### src/logic/rlc_pkg.sv
package rlc_pkg;
  // ==========================================================================
  // Widths
  localparam int CNT_W = 16;
  localparam int ADDR_W = 24;
  localparam int PADDR_W = 12;
  // ==========================================================================
  // Register byte offsets
  localparam logic [11:0] OFF_STATUS1 = 12'h000;
  localparam logic [11:0] OFF_SRPT_CNT = 12'h004;
  localparam logic [11:0] OFF_CSR = 12'h008;
  localparam logic [11:0] OFF_OUT_CNT = 12'h00C;
  localparam logic [11:0] OFF_OUT_SA = 12'h010;
  localparam logic [11:0] OFF_OUT_EA = 12'h014;
  localparam logic [11:0] OFF_IN_CNT = 12'h018;
  localparam logic [11:0] OFF_IN_SAVE = 12'h01C;
  localparam logic [11:0] OFF_IN_SA = 12'h020;
  localparam logic [11:0] OFF_IN_EA = 12'h024;
  localparam logic [11:0] OFF_LOOP_STATE = 12'h028;
  // ==========================================================================
  // Field positions in status_word_one and the loop state word
  localparam int BIT_LAF = 15;
  localparam int BIT_COMPAT = 5;
  localparam int BIT_OUT_ACT = 0;
  localparam int BIT_IN_ACT = 1;
  localparam int BIT_SRPT_ACT = 2;
  localparam int BIT_CTX_LO = 4;
  // ==========================================================================
  // Reset values
  localparam logic [15:0] CNT_RST = 16'h0000;
  localparam logic [23:0] ADDR_RST = 24'h000000;
  localparam logic RST_COMPAT = 1'b0;
  localparam logic [31:0] RD_ZERO = 32'h00000000;
endpackage : rlc_pkg

### src/logic/rlc_top.sv
`timescale 1ns/100ps
// Behaviour
// - single repeat runs N plus one times
// - only single-cycle instructions repeat
// - computed count copied into counter first
// - sixteen-bit counts give up to 65536 runs
// - two nested block levels, own registers
// - native mode records active loops on call
// - native picks inner level if outer active
// - compat mode uses outer level only
// - compat start sets flag, end clears it
// - software clearing flag stops compat loop
// - one status write updates flag and mode
// - block counters hold further passes, 16 bits
// - each level keeps 24-bit start, end
module rlc_top (
  input wire logic clk_i,
  input wire logic resetn_i,
  input wire logic psel_i,
  input wire logic penable_i,
  input wire logic pwrite_i,
  input wire logic [11:0] paddr_i,
  input wire logic [31:0] pwdata_i,
  output logic [31:0] prdata_o,
  output logic pready_o,
  output logic pslverr_o,
  input wire logic rpt_start_i,
  input wire logic rpt_use_csr_i,
  input wire logic rpt_single_i,
  input wire logic [15:0] rpt_count_i,
  input wire logic rpt_exec_i,
  output logic rpt_active_o,
  output logic rpt_reject_o,
  input wire logic blk_start_i,
  input wire logic [23:0] blk_sa_i,
  input wire logic [23:0] blk_ea_i,
  input wire logic pc_valid_i,
  input wire logic [23:0] pc_i,
  input wire logic ctx_save_i,
  output logic branch_o,
  output logic [23:0] branch_addr_o,
  output logic [1:0] loop_active_o,
  output logic [1:0] loop_ctx_o,
  output logic legacy_compat_mode_o
);
  // ==========================================================================
  // Bus decode
  function automatic logic hit(input logic [11:0] a, input logic [11:0] off);
    hit = (a == off);
  endfunction : hit

  logic wr_en;
  logic [15:0] wd16;
  logic [23:0] wd24;
  assign wr_en = psel_i && penable_i && pwrite_i;
  assign wd16 = pwdata_i[15:0];
  assign wd24 = pwdata_i[23:0];
  assign pready_o = 1'b1;

  logic [15:0] single_repeat_counter_q;
  logic [15:0] computed_repeat_count_q;
  logic [15:0] outer_loop_counter_q;
  logic [15:0] inner_loop_counter_q;
  logic [15:0] inner_count_save_q;
  logic [23:0] outer_loop_start_addr_q;
  logic [23:0] outer_loop_end_addr_q;
  logic [23:0] inner_loop_start_addr_q;
  logic [23:0] inner_loop_end_addr_q;
  logic loop_active_flag_q;
  logic legacy_compat_mode_q;
  logic rpt_active_q;
  logic rpt_reject_q;
  logic [1:0] act_q;
  logic [1:0] ctx_q;
  logic branch_q;
  logic [23:0] branch_addr_q;

  logic mapped;
  always_comb begin
    mapped = hit(paddr_i, rlc_pkg::OFF_STATUS1) || hit(paddr_i, rlc_pkg::OFF_SRPT_CNT)
      || hit(paddr_i, rlc_pkg::OFF_CSR) || hit(paddr_i, rlc_pkg::OFF_OUT_CNT)
      || hit(paddr_i, rlc_pkg::OFF_OUT_SA) || hit(paddr_i, rlc_pkg::OFF_OUT_EA)
      || hit(paddr_i, rlc_pkg::OFF_IN_CNT) || hit(paddr_i, rlc_pkg::OFF_IN_SAVE)
      || hit(paddr_i, rlc_pkg::OFF_IN_SA) || hit(paddr_i, rlc_pkg::OFF_IN_EA)
      || hit(paddr_i, rlc_pkg::OFF_LOOP_STATE);
  end
  assign pslverr_o = psel_i && penable_i && !mapped;

  always_comb begin
    prdata_o = rlc_pkg::RD_ZERO;
    if (hit(paddr_i, rlc_pkg::OFF_STATUS1)) begin
      prdata_o[rlc_pkg::BIT_LAF] = loop_active_flag_q;
      prdata_o[rlc_pkg::BIT_COMPAT] = legacy_compat_mode_q;
    end else if (hit(paddr_i, rlc_pkg::OFF_SRPT_CNT)) begin
      prdata_o[15:0] = single_repeat_counter_q;
    end else if (hit(paddr_i, rlc_pkg::OFF_CSR)) begin
      prdata_o[15:0] = computed_repeat_count_q;
    end else if (hit(paddr_i, rlc_pkg::OFF_OUT_CNT)) begin
      prdata_o[15:0] = outer_loop_counter_q;
    end else if (hit(paddr_i, rlc_pkg::OFF_OUT_SA)) begin
      prdata_o[23:0] = outer_loop_start_addr_q;
    end else if (hit(paddr_i, rlc_pkg::OFF_OUT_EA)) begin
      prdata_o[23:0] = outer_loop_end_addr_q;
    end else if (hit(paddr_i, rlc_pkg::OFF_IN_CNT)) begin
      prdata_o[15:0] = inner_loop_counter_q;
    end else if (hit(paddr_i, rlc_pkg::OFF_IN_SAVE)) begin
      prdata_o[15:0] = inner_count_save_q;
    end else if (hit(paddr_i, rlc_pkg::OFF_IN_SA)) begin
      prdata_o[23:0] = inner_loop_start_addr_q;
    end else if (hit(paddr_i, rlc_pkg::OFF_IN_EA)) begin
      prdata_o[23:0] = inner_loop_end_addr_q;
    end else if (hit(paddr_i, rlc_pkg::OFF_LOOP_STATE)) begin
      prdata_o[rlc_pkg::BIT_OUT_ACT] = act_q[0];
      prdata_o[rlc_pkg::BIT_IN_ACT] = act_q[1];
      prdata_o[rlc_pkg::BIT_SRPT_ACT] = rpt_active_q;
      prdata_o[rlc_pkg::BIT_CTX_LO +: 2] = ctx_q;
    end
  end

  logic wr_status;
  assign wr_status = wr_en && hit(paddr_i, rlc_pkg::OFF_STATUS1);

  // ==========================================================================
  // Single repeat
  logic rpt_go;
  assign rpt_go = rpt_start_i && rpt_single_i;

  always_ff @(posedge clk_i or negedge resetn_i) begin
    if (!resetn_i) begin
      computed_repeat_count_q <= rlc_pkg::CNT_RST;
    end else if (wr_en && hit(paddr_i, rlc_pkg::OFF_CSR)) begin
      computed_repeat_count_q <= wd16;
    end
  end

  // Hardware updates win over a colliding bus write so a running repeat stays exact
  always_ff @(posedge clk_i or negedge resetn_i) begin
    if (!resetn_i) begin
      single_repeat_counter_q <= rlc_pkg::CNT_RST;
      rpt_active_q <= 1'b0;
    end else if (rpt_go) begin
      single_repeat_counter_q <= rpt_use_csr_i ? computed_repeat_count_q : rpt_count_i;
      rpt_active_q <= 1'b1;
    end else if (rpt_active_q && rpt_exec_i) begin
      if (single_repeat_counter_q == rlc_pkg::CNT_RST) begin
        rpt_active_q <= 1'b0;
      end else begin
        single_repeat_counter_q <= single_repeat_counter_q - 16'h0001;
      end
    end else if (wr_en && hit(paddr_i, rlc_pkg::OFF_SRPT_CNT)) begin
      single_repeat_counter_q <= wd16;
    end
  end

  always_ff @(posedge clk_i or negedge resetn_i) begin
    if (!resetn_i) begin
      rpt_reject_q <= 1'b0;
    end else begin
      rpt_reject_q <= rpt_start_i && !rpt_single_i;
    end
  end

  // ==========================================================================
  // Block repeat level select and end detection
  logic use_inner;
  logic end_in;
  logic end_out;
  assign use_inner = !legacy_compat_mode_q && act_q[0];
  assign end_in = pc_valid_i && act_q[1] && (pc_i == inner_loop_end_addr_q);
  assign end_out = pc_valid_i && act_q[0] && !end_in && (pc_i == outer_loop_end_addr_q);

  logic start_in;
  logic start_out;
  assign start_in = blk_start_i && use_inner;
  assign start_out = blk_start_i && !use_inner;

  logic out_done;
  logic in_done;
  assign out_done = end_out && (outer_loop_counter_q == rlc_pkg::CNT_RST);
  assign in_done = end_in && (inner_loop_counter_q == rlc_pkg::CNT_RST);

  // Bus writes to the addresses collide only with the start strobe
  always_ff @(posedge clk_i or negedge resetn_i) begin
    if (!resetn_i) begin
      outer_loop_start_addr_q <= rlc_pkg::ADDR_RST;
      outer_loop_end_addr_q <= rlc_pkg::ADDR_RST;
    end else if (start_out) begin
      outer_loop_start_addr_q <= blk_sa_i;
      outer_loop_end_addr_q <= blk_ea_i;
    end else if (wr_en && hit(paddr_i, rlc_pkg::OFF_OUT_SA)) begin
      outer_loop_start_addr_q <= wd24;
    end else if (wr_en && hit(paddr_i, rlc_pkg::OFF_OUT_EA)) begin
      outer_loop_end_addr_q <= wd24;
    end
  end

  always_ff @(posedge clk_i or negedge resetn_i) begin
    if (!resetn_i) begin
      inner_loop_start_addr_q <= rlc_pkg::ADDR_RST;
      inner_loop_end_addr_q <= rlc_pkg::ADDR_RST;
    end else if (start_in) begin
      inner_loop_start_addr_q <= blk_sa_i;
      inner_loop_end_addr_q <= blk_ea_i;
    end else if (wr_en && hit(paddr_i, rlc_pkg::OFF_IN_SA)) begin
      inner_loop_start_addr_q <= wd24;
    end else if (wr_en && hit(paddr_i, rlc_pkg::OFF_IN_EA)) begin
      inner_loop_end_addr_q <= wd24;
    end
  end

  always_ff @(posedge clk_i or negedge resetn_i) begin
    if (!resetn_i) begin
      outer_loop_counter_q <= rlc_pkg::CNT_RST;
    end else if (end_out && !out_done) begin
      outer_loop_counter_q <= outer_loop_counter_q - 16'h0001;
    end else if (wr_en && hit(paddr_i, rlc_pkg::OFF_OUT_CNT)) begin
      outer_loop_counter_q <= wd16;
    end
  end

  // The save copy lets software set the inner count once, outside the outer body
  always_ff @(posedge clk_i or negedge resetn_i) begin
    if (!resetn_i) begin
      inner_loop_counter_q <= rlc_pkg::CNT_RST;
      inner_count_save_q <= rlc_pkg::CNT_RST;
    end else if (start_in) begin
      inner_loop_counter_q <= inner_count_save_q;
    end else if (end_in && !in_done) begin
      inner_loop_counter_q <= inner_loop_counter_q - 16'h0001;
    end else if (wr_en && hit(paddr_i, rlc_pkg::OFF_IN_CNT)) begin
      inner_loop_counter_q <= wd16;
      inner_count_save_q <= wd16;
    end
  end

  // ==========================================================================
  // Loop activity, flag and mode
  always_ff @(posedge clk_i or negedge resetn_i) begin
    if (!resetn_i) begin
      act_q[1] <= 1'b0;
    end else if (start_in) begin
      act_q[1] <= 1'b1;
    end else if (in_done || legacy_compat_mode_q) begin
      act_q[1] <= 1'b0;
    end
  end

  // A start in the same cycle as a software clear wins: the new loop stays live
  always_ff @(posedge clk_i or negedge resetn_i) begin
    if (!resetn_i) begin
      act_q[0] <= 1'b0;
      loop_active_flag_q <= 1'b0;
    end else if (start_out) begin
      act_q[0] <= 1'b1;
      loop_active_flag_q <= legacy_compat_mode_q ? 1'b1 : loop_active_flag_q;
    end else if (out_done) begin
      act_q[0] <= 1'b0;
      loop_active_flag_q <= 1'b0;
    end else if (wr_status) begin
      loop_active_flag_q <= pwdata_i[rlc_pkg::BIT_LAF];
      if (legacy_compat_mode_q && !pwdata_i[rlc_pkg::BIT_LAF]) begin
        act_q[0] <= 1'b0;
      end
    end
  end

  always_ff @(posedge clk_i or negedge resetn_i) begin
    if (!resetn_i) begin
      legacy_compat_mode_q <= rlc_pkg::RST_COMPAT;
    end else if (wr_status) begin
      legacy_compat_mode_q <= pwdata_i[rlc_pkg::BIT_COMPAT];
    end
  end

  // Snapshot of live levels on a call or interrupt, native mode only
  always_ff @(posedge clk_i or negedge resetn_i) begin
    if (!resetn_i) begin
      ctx_q <= 2'h0;
    end else if (ctx_save_i && !legacy_compat_mode_q) begin
      ctx_q <= act_q;
    end
  end

  always_ff @(posedge clk_i or negedge resetn_i) begin
    if (!resetn_i) begin
      branch_q <= 1'b0;
      branch_addr_q <= rlc_pkg::ADDR_RST;
    end else begin
      branch_q <= (end_in && !in_done) || (end_out && !out_done);
      if (end_in) begin
        branch_addr_q <= inner_loop_start_addr_q;
      end else if (end_out) begin
        branch_addr_q <= outer_loop_start_addr_q;
      end
    end
  end

  assign rpt_active_o = rpt_active_q;
  assign rpt_reject_o = rpt_reject_q;
  assign loop_active_o = act_q;
  assign loop_ctx_o = ctx_q;
  assign branch_o = branch_q;
  assign branch_addr_o = branch_addr_q;
  assign legacy_compat_mode_o = legacy_compat_mode_q;

  // ==========================================================================
  // Assertions
  a_rpt_load_csr: assert property (@(posedge clk_i) disable iff (!resetn_i)
    rpt_go && rpt_use_csr_i |=> single_repeat_counter_q == $past(computed_repeat_count_q))
    else $error("repeat count not copied from computed count");
  a_rpt_multi_refused: assert property (@(posedge clk_i) disable iff (!resetn_i)
    rpt_start_i && !rpt_single_i && !rpt_active_q |=> !rpt_active_q && rpt_reject_q)
    else $error("multi-cycle instruction started a repeat");
  a_rpt_last_exec: assert property (@(posedge clk_i) disable iff (!resetn_i)
    rpt_active_q && rpt_exec_i && !rpt_go && single_repeat_counter_q == 16'h0000
    |=> !rpt_active_q)
    else $error("single repeat ran past its count");
  a_rpt_decrement: assert property (@(posedge clk_i) disable iff (!resetn_i)
    rpt_active_q && rpt_exec_i && !rpt_go && single_repeat_counter_q != 16'h0000
    |=> rpt_active_q && single_repeat_counter_q == $past(single_repeat_counter_q) - 16'h0001)
    else $error("single repeat counter did not step by one");
  a_level_inner_pick: assert property (@(posedge clk_i) disable iff (!resetn_i)
    blk_start_i && !legacy_compat_mode_q && act_q[0]
    |=> act_q[1] && inner_loop_start_addr_q == $past(blk_sa_i))
    else $error("native nested start did not use inner level");
  a_compat_outer_only: assert property (@(posedge clk_i) disable iff (!resetn_i)
    blk_start_i && legacy_compat_mode_q |=> !act_q[1] && act_q[0] && loop_active_flag_q)
    else $error("compat start used inner level or left flag clear");
  a_flag_clear_end: assert property (@(posedge clk_i) disable iff (!resetn_i)
    out_done && !blk_start_i |=> !loop_active_flag_q && !act_q[0])
    else $error("flag not cleared at outer loop end");
  a_flag_stop_loop: assert property (@(posedge clk_i) disable iff (!resetn_i)
    wr_status && legacy_compat_mode_q && !pwdata_i[rlc_pkg::BIT_LAF] && !start_out && !out_done
    |=> !act_q[0])
    else $error("clearing flag did not stop compat loop");
  a_status_both: assert property (@(posedge clk_i) disable iff (!resetn_i)
    wr_status && !start_out && !out_done
    |=> loop_active_flag_q == $past(pwdata_i[rlc_pkg::BIT_LAF])
    && legacy_compat_mode_q == $past(pwdata_i[rlc_pkg::BIT_COMPAT]))
    else $error("status write did not update both bits");
  a_inner_reload: assert property (@(posedge clk_i) disable iff (!resetn_i)
    start_in |=> inner_loop_counter_q == $past(inner_count_save_q)
    && inner_count_save_q == $past(inner_count_save_q))
    else $error("inner counter not reloaded from save copy");
  a_branch_back: assert property (@(posedge clk_i) disable iff (!resetn_i)
    end_out && !out_done |=> branch_o && branch_addr_o == $past(outer_loop_start_addr_q)
    ##1 !branch_o || $past(end_in || end_out))
    else $error("outer loop end did not branch to start");
  a_ctx_record: assert property (@(posedge clk_i) disable iff (!resetn_i)
    ctx_save_i && !legacy_compat_mode_q |=> loop_ctx_o == $past(act_q))
    else $error("active loops not recorded on call");
endmodule : rlc_top

### config.mk
export PLATFORM = sky130hd
export DESIGN_NAME = rlc_top
export DESIGN_NICKNAME = d
export VERILOG_FILES = /design/src/logic/rlc_pkg.sv /design/src/logic/rlc_top.sv
export SDC_FILE = /design/constraint.sdc
export NUM_CORES = 1
export LEC_CHECK = 0
export ABC_AREA = 1
export BUFFER_PORTS_ARGS = -buffer_cell sky130_fd_sc_hd__buf_2
export CAP_MARGIN = 20
export CELL_PAD_IN_SITES_DETAIL_PLACEMENT = 1
export CELL_PAD_IN_SITES_GLOBAL_PLACEMENT = 1
export CORE_ASPECT_RATIO = 0.7
export CORE_MARGIN = 5
export CORE_UTILIZATION = 44
export CTS_CLUSTER_SIZE = 30
export DETAILED_ROUTE_END_ITERATION = 8
export PLACE_DENSITY = 0.89
export RECOVER_POWER = 50
export SLEW_MARGIN = 30
export SYNTH_ARGS = -nofsm -noshare
export SYNTH_HDL_FRONTEND = slang
export SYNTH_SLANG_ARGS = --single-unit
### constraint.sdc
create_clock -name clk_i -period 3.2 [get_ports clk_i]
set_input_delay 0 -clock clk_i [delete_from_list [all_inputs] [get_ports clk_i]]
set_output_delay 0 -clock clk_i [all_outputs]
set_load 0.01 [all_outputs]
# Yosys cells after proc, flatten, opt, wreduce, memory -nomap -nowiden
# Cells that the tools add are included.
# op_classes
n_addsub,3
eq_ne,16
muxes,59
bitwise,2
reduce_logical,73
# ops
cell,n
24-bit two-way mux,15
16-bit two-way mux,15
12-bit by 5-bit == test with 1-bit output (second input constant),4
24-bit == test,2
16-bit zero test,3
8-bit two-way mux,6
16-bit by 1-bit subtractor with 16-bit output (second input constant),3
12-bit by 6-bit == test with 1-bit output (second input constant),3
1-bit logical AND,29
12-bit by 4-bit == test with 1-bit output (second input constant),2
18-bit two-way mux,1
2-bit nonzero test,9
1-bit two-way mux,16
12-bit by 3-bit == test with 1-bit output (second input constant),1
12-bit zero test,1
1-bit logical OR,12
2-bit AND reduction,6
3-bit nonzero test,4
9-bit two-way mux,1
1-bit zero test,8
3-bit two-way mux,2
2-bit inequality test (second input constant),3
5-bit two-way mux,1
2-bit two-way mux,2
other kinds (3),4
# word_totals
ff_bits,209
in_bits,144
elab_cells,171

# Logic depth before layout (Yosys ltp)
# logic_depth
depth_word,13
depth_mapped,16
mapped_depth_nobuf,15

# Least setup slack after synthesis
# Ideal clock, no wire load.
# synth_timing
path_kind,register to register
from,register inner_loop_counter_q[0]
to,register inner_loop_counter_q[11]
setup_ps,116
arrival_ps,1729
t_required_ps,3084
slack_ps,1355
path_stages_with_launch,13
period_less_slack_ps,1845
cell_sequence,dfrtp_1 inv_1 ha_1 inv_1 nor3_1 nand4_2 nand2_4 buf_2 nand2_1 nand2_1 nand2_1 nand2_1 nand2_1
# synth_via
elab_chain_cells,6
elab_cells_between_ends,8
cone_classes,1 x add/sub; 2 x mux; 5 x reduce/logical
# synth_lines
element,line,rtl
from (decl),rlc_top.sv:63,logic [15:0] inner_loop_counter_q;
from (signal assigned),rlc_top.sv:224,inner_loop_counter_q <= rlc_pkg::CNT_RST;
from (signal assigned),rlc_top.sv:227,inner_loop_counter_q <= inner_count_save_q;
from (signal assigned),rlc_top.sv:229,inner_loop_counter_q <= inner_loop_counter_q - 16'h0001;
branches (longest 6 deep; another with 16-bit by 1-bit subtractor with 16-bit output),-,
# Several ways; the timed one is not identified.
# A chain may end at the register's enable or synchronous reset.

# Worst setup path after layout
# layout_timing
from,"register legacy_compat_mode_q, in the netlist legacy_compat_mode_o"
to,register outer_loop_end_addr_q[17]
# layout_via
elab_chain_cells,6
elab_cells_between_ends,8
cone_classes,1 x eq/ne; 1 x mux; 6 x reduce/logical
# layout_lines
element,line,rtl
from (decl),rlc_top.sv:70,logic legacy_compat_mode_q;
from (signal assigned),rlc_top.sv:269,legacy_compat_mode_q <= rlc_pkg::RST_COMPAT;
from (signal assigned),rlc_top.sv:271,legacy_compat_mode_q <= pwdata_i[rlc_pkg::BIT_COMPAT];
1-bit zero test (*),rlc_top.sv:168,assign use_inner = !legacy_compat_mode_q && act_q[0];
1-bit logical AND (*),rlc_top.sv:168,
1-bit zero test (*),rlc_top.sv:175,assign start_out = blk_start_i && !use_inner;
1-bit logical AND (*),rlc_top.sv:175,
2-bit inequality test (no source line) / 2-bit nonzero test (equally long branches),-,
2-bit AND reduction (no source line),-,
to (signal assigned),rlc_top.sv:186,outer_loop_end_addr_q <= rlc_pkg::ADDR_RST;
to (signal assigned),rlc_top.sv:189,outer_loop_end_addr_q <= blk_ea_i;
to (signal assigned),rlc_top.sv:193,outer_loop_end_addr_q <= wd24;
to (decl),rlc_top.sv:66,logic [23:0] outer_loop_end_addr_q;
# Mark *: on every way between the ends. The rest lies on a longest branch, timed or not.

==> metrics.cfg <==
[drt]
drc = 0
firstDrtPassIters = 7
totalWireLength_mm = 78.5
wl_per_cell_um = 27.3
drtAntennaViolNets = 0
initialDrtViolationCount = 2411
routed-via-count = 17700
vias_per_cell = 6.14

[grt]
gr-total-overflow = 0
grt_usage = 0.422
grt_pass1_vias = 18000
grt_start_max_net_pins = 80
grt_pass1_wl_mm = 115
antenna_found_initial = 4

[run]
cap_viol_max_count = 1

[logic_synthesis]
synth.top_cell.area_share = 0.369
synth.cell_area_mm2 = 0.0142
synth_cells = 2149
synth_top_area_cell = dfrtp_1
synth_edf_count = 0
yosys_register_bits = 209
synth_cell_types = 53
syn_avg_cell_area_um2 = 6.59
synth.area.top_cells = dfrtp_1 37%, nand2_1 20%, inv_1 6.8%
ys.flop_type = dfrtp_1
yosys_warnings = 0
synthArstFlopShare = 1.00
seq_area_frac_synth = 0.369
synth_most_common_cell = nand2_1
synthTopCellsByCount = 744 x nand2_1, 256 x inv_1, 209 x dfrtp_1

[timing]
drv_slew = 80
max_slew.worst_pin.slew_ps = 2240
skew_ps = 19.0
clock.fmax_ghz = 0.326
finalSetupTns_ps = 0
fin_crit_sh = 0.960
hold_violations = 0
setup_viol = 0
slew-limit-headroom = -0.493
fin_crit_ps = 3070
rsz0062_at_grt = no

[layout]
fin_util = 0.545
fin_area_mm2 = 0.0175
nets = 2581
layout.cells.non_filler = 2880
synthToLayoutAreaGrowth_pct = 23.3
drive_gt1_frac = 0.127

[pwr]
power_leakage_nw = 9.05
peakVddDrop_mv = 0.347
p_per_area_mw_per_mm2 = 482
p_total_mw = 8.42

[clock_network]
cts_sinks = 209
clockBufferDepth = 3
root_buffer = clkbuf_16
clock_latency_ps = 580
cts_setup_buffers = 0
numCtsBuffers = 25
h-tree-depth = 1
clkTransAtPathRegs_ps = 70
cts_tree = built

[floorplanning]
die_w_um = 225
row_count = 55
die_h_um = 160
top_level_ports = 210
core_region_area_mm2 = 0.0321
start_util = 0.442
die-area_mm2 = 0.0360

[min_path]
min_from = rpt_exec_i
hp-class = input port to register

[run_status]
status = finished, violations left
failed_checks = capacitance limit, slew limit

[placement]
dp_hpwl_mm = 55.1
dpl_cell_area_mm2 = 0.0155
dpl.cell_count = 2716
portBuffers = 192
place.gp.congestion = 1.01

[worst_setup_path]
cp_slowest_cell = dlygate4sd3_1
path_common_cell = nand2_1
path_class = register to register
path_delay_family = buffers and inverters
r2r-start = legacy_compat_mode_o$_DFFE_PN0P_
worstPathArrival_ps = 3590
cp-end-kind = register
cp_max_fo = 18
worstPathRequired_ps = 3720
cp_slowest_stage_delay_ps = 610
worstPathCellList = inv_1, nand2_1, nand2_1, buf_4, nand2_2, inv_2, nand2_1, o211ai_1, dlygate4sd3_1
crit_start = legacy_compat_mode_o$_DFFE_PN0P_
startpoint_type = register
worst-path-buf-inv = 4

[placed cells by master (no fill, tap or decap), types with 30 or more instances in the layout]
cell type        n
nand2_1        744
inv_1          253
dfrtp_1        209
o21ai_0        170
buf_2          163
nor2_1         158
nand3_1        141
dlygate4sd3_1  116
a21oi_1         52
nand4_1         46
o211ai_1        41
buf_4           36
clkbuf_1        31
xor2_1          30
[worst paths after layout]
kind	end	slack [ps]	depth (start not counted)
max in group asynchronous	outer_loop_counter_q[13]$_DFFE_PN0P_	500	3
worst min-delay path	single_repeat_counter_q[6]$_DFFE_PN0P_	30	5
min in group asynchronous	inner_loop_end_addr_q[21]$_DFFE_PN0P_	610	2
worst max register to register	outer_loop_end_addr_q[17]$_DFFE_PN0P_	130	9
worst max-delay path	outer_loop_end_addr_q[17]$_DFFE_PN0P_	130	9
worst min register to register	inner_count_save_q[7]$_DFFE_PN0P_	500	2
[cell families after synthesis]
| family | after synthesis | share of synthesized area |
|---|---|---|
| AND/OR/NAND/NOR | 1179 | 0.353 |
| buffers and inverters | 366 | 0.105 |
| AO/OA/AOI/OAI | 348 | 0.144 |
| flip-flops | 209 | 0.369 |
| XOR/XNOR | 39 | 0.0241 |
| adder cells (fa/ha/maj) | 5 | 0.00441 |
| other | 2 | 0.000530 |
| multiplexers | 1 | 0.000795 |
[what timing repair did]
action	CTS	global route
endpoints found under the setup margin	0	1
hold buffers	116	0
hold endpoints to repair	276	0
resized for setup	0	1
[state kept, by name (all words and copies together) (netlist names), 2 cells and up]
register / flops
inner_loop_counter_q: 16
branch_addr_o: 24
inner_count_save_q: 16
inner_loop_end_addr_q: 24
loop_ctx_o: 2
outer_loop_start_addr_q: 24
loop_active_o: 2
single_repeat_counter_q: 16
outer_loop_counter_q: 16
computed_repeat_count_q: 16
inner_loop_start_addr_q: 24
outer_loop_end_addr_q: 24
[layer usage]
| metal | wire length [um] | track usage | vias to the layer above |
|---|---|---|---|
| met2 | 32100 | 0.601 | 1208 |
| met3 | 10800 | 0.173 | 296 |
| met4 | 4100 | 0.172 | 6 |
| li1 | - | - | 7513 |
| met1 | 31300 | 0.567 | 8654 |
| met5 | 199 | 0.0376 | - |
[tightest hold or removal path: stages]
cell and delay [ps]:
buf_2 110, nand2_1 120, nor2_4 100, a21oi_1 140
o21ai_0 90
[stage by stage]
stage,setup slack [ps],hold slack (ps)
after CTS,182,11.0
final,128,28.4
after floorplan,1350,-296
after global routing,39.7,78.5
after detailed placement,513,35.3
after global placement,624,28.9
[where the power goes]
group          total, mW  leakage, nW  internal [mW]  switching, mW
clock network       2.99        0.406           1.65           1.34
logic               1.94         6.02          0.696           1.25
registers           3.49         2.62           3.00          0.483
total               8.42         9.05           5.35           3.07
[cell type report]
class                           count  area [um^2]
Inverter                          267         1000
Antenna cell                        3         7.51
Clock buffer                       37          761
Tap cell                          427          534
Clock inverter                      8         60.1
Multi-Input combinational cell   1581         7500
Fill cell                        4250        14600
Sequential cell                   209         5230
Timing Repair Buffer              348         2380
(Power assumes the default switching activity.)
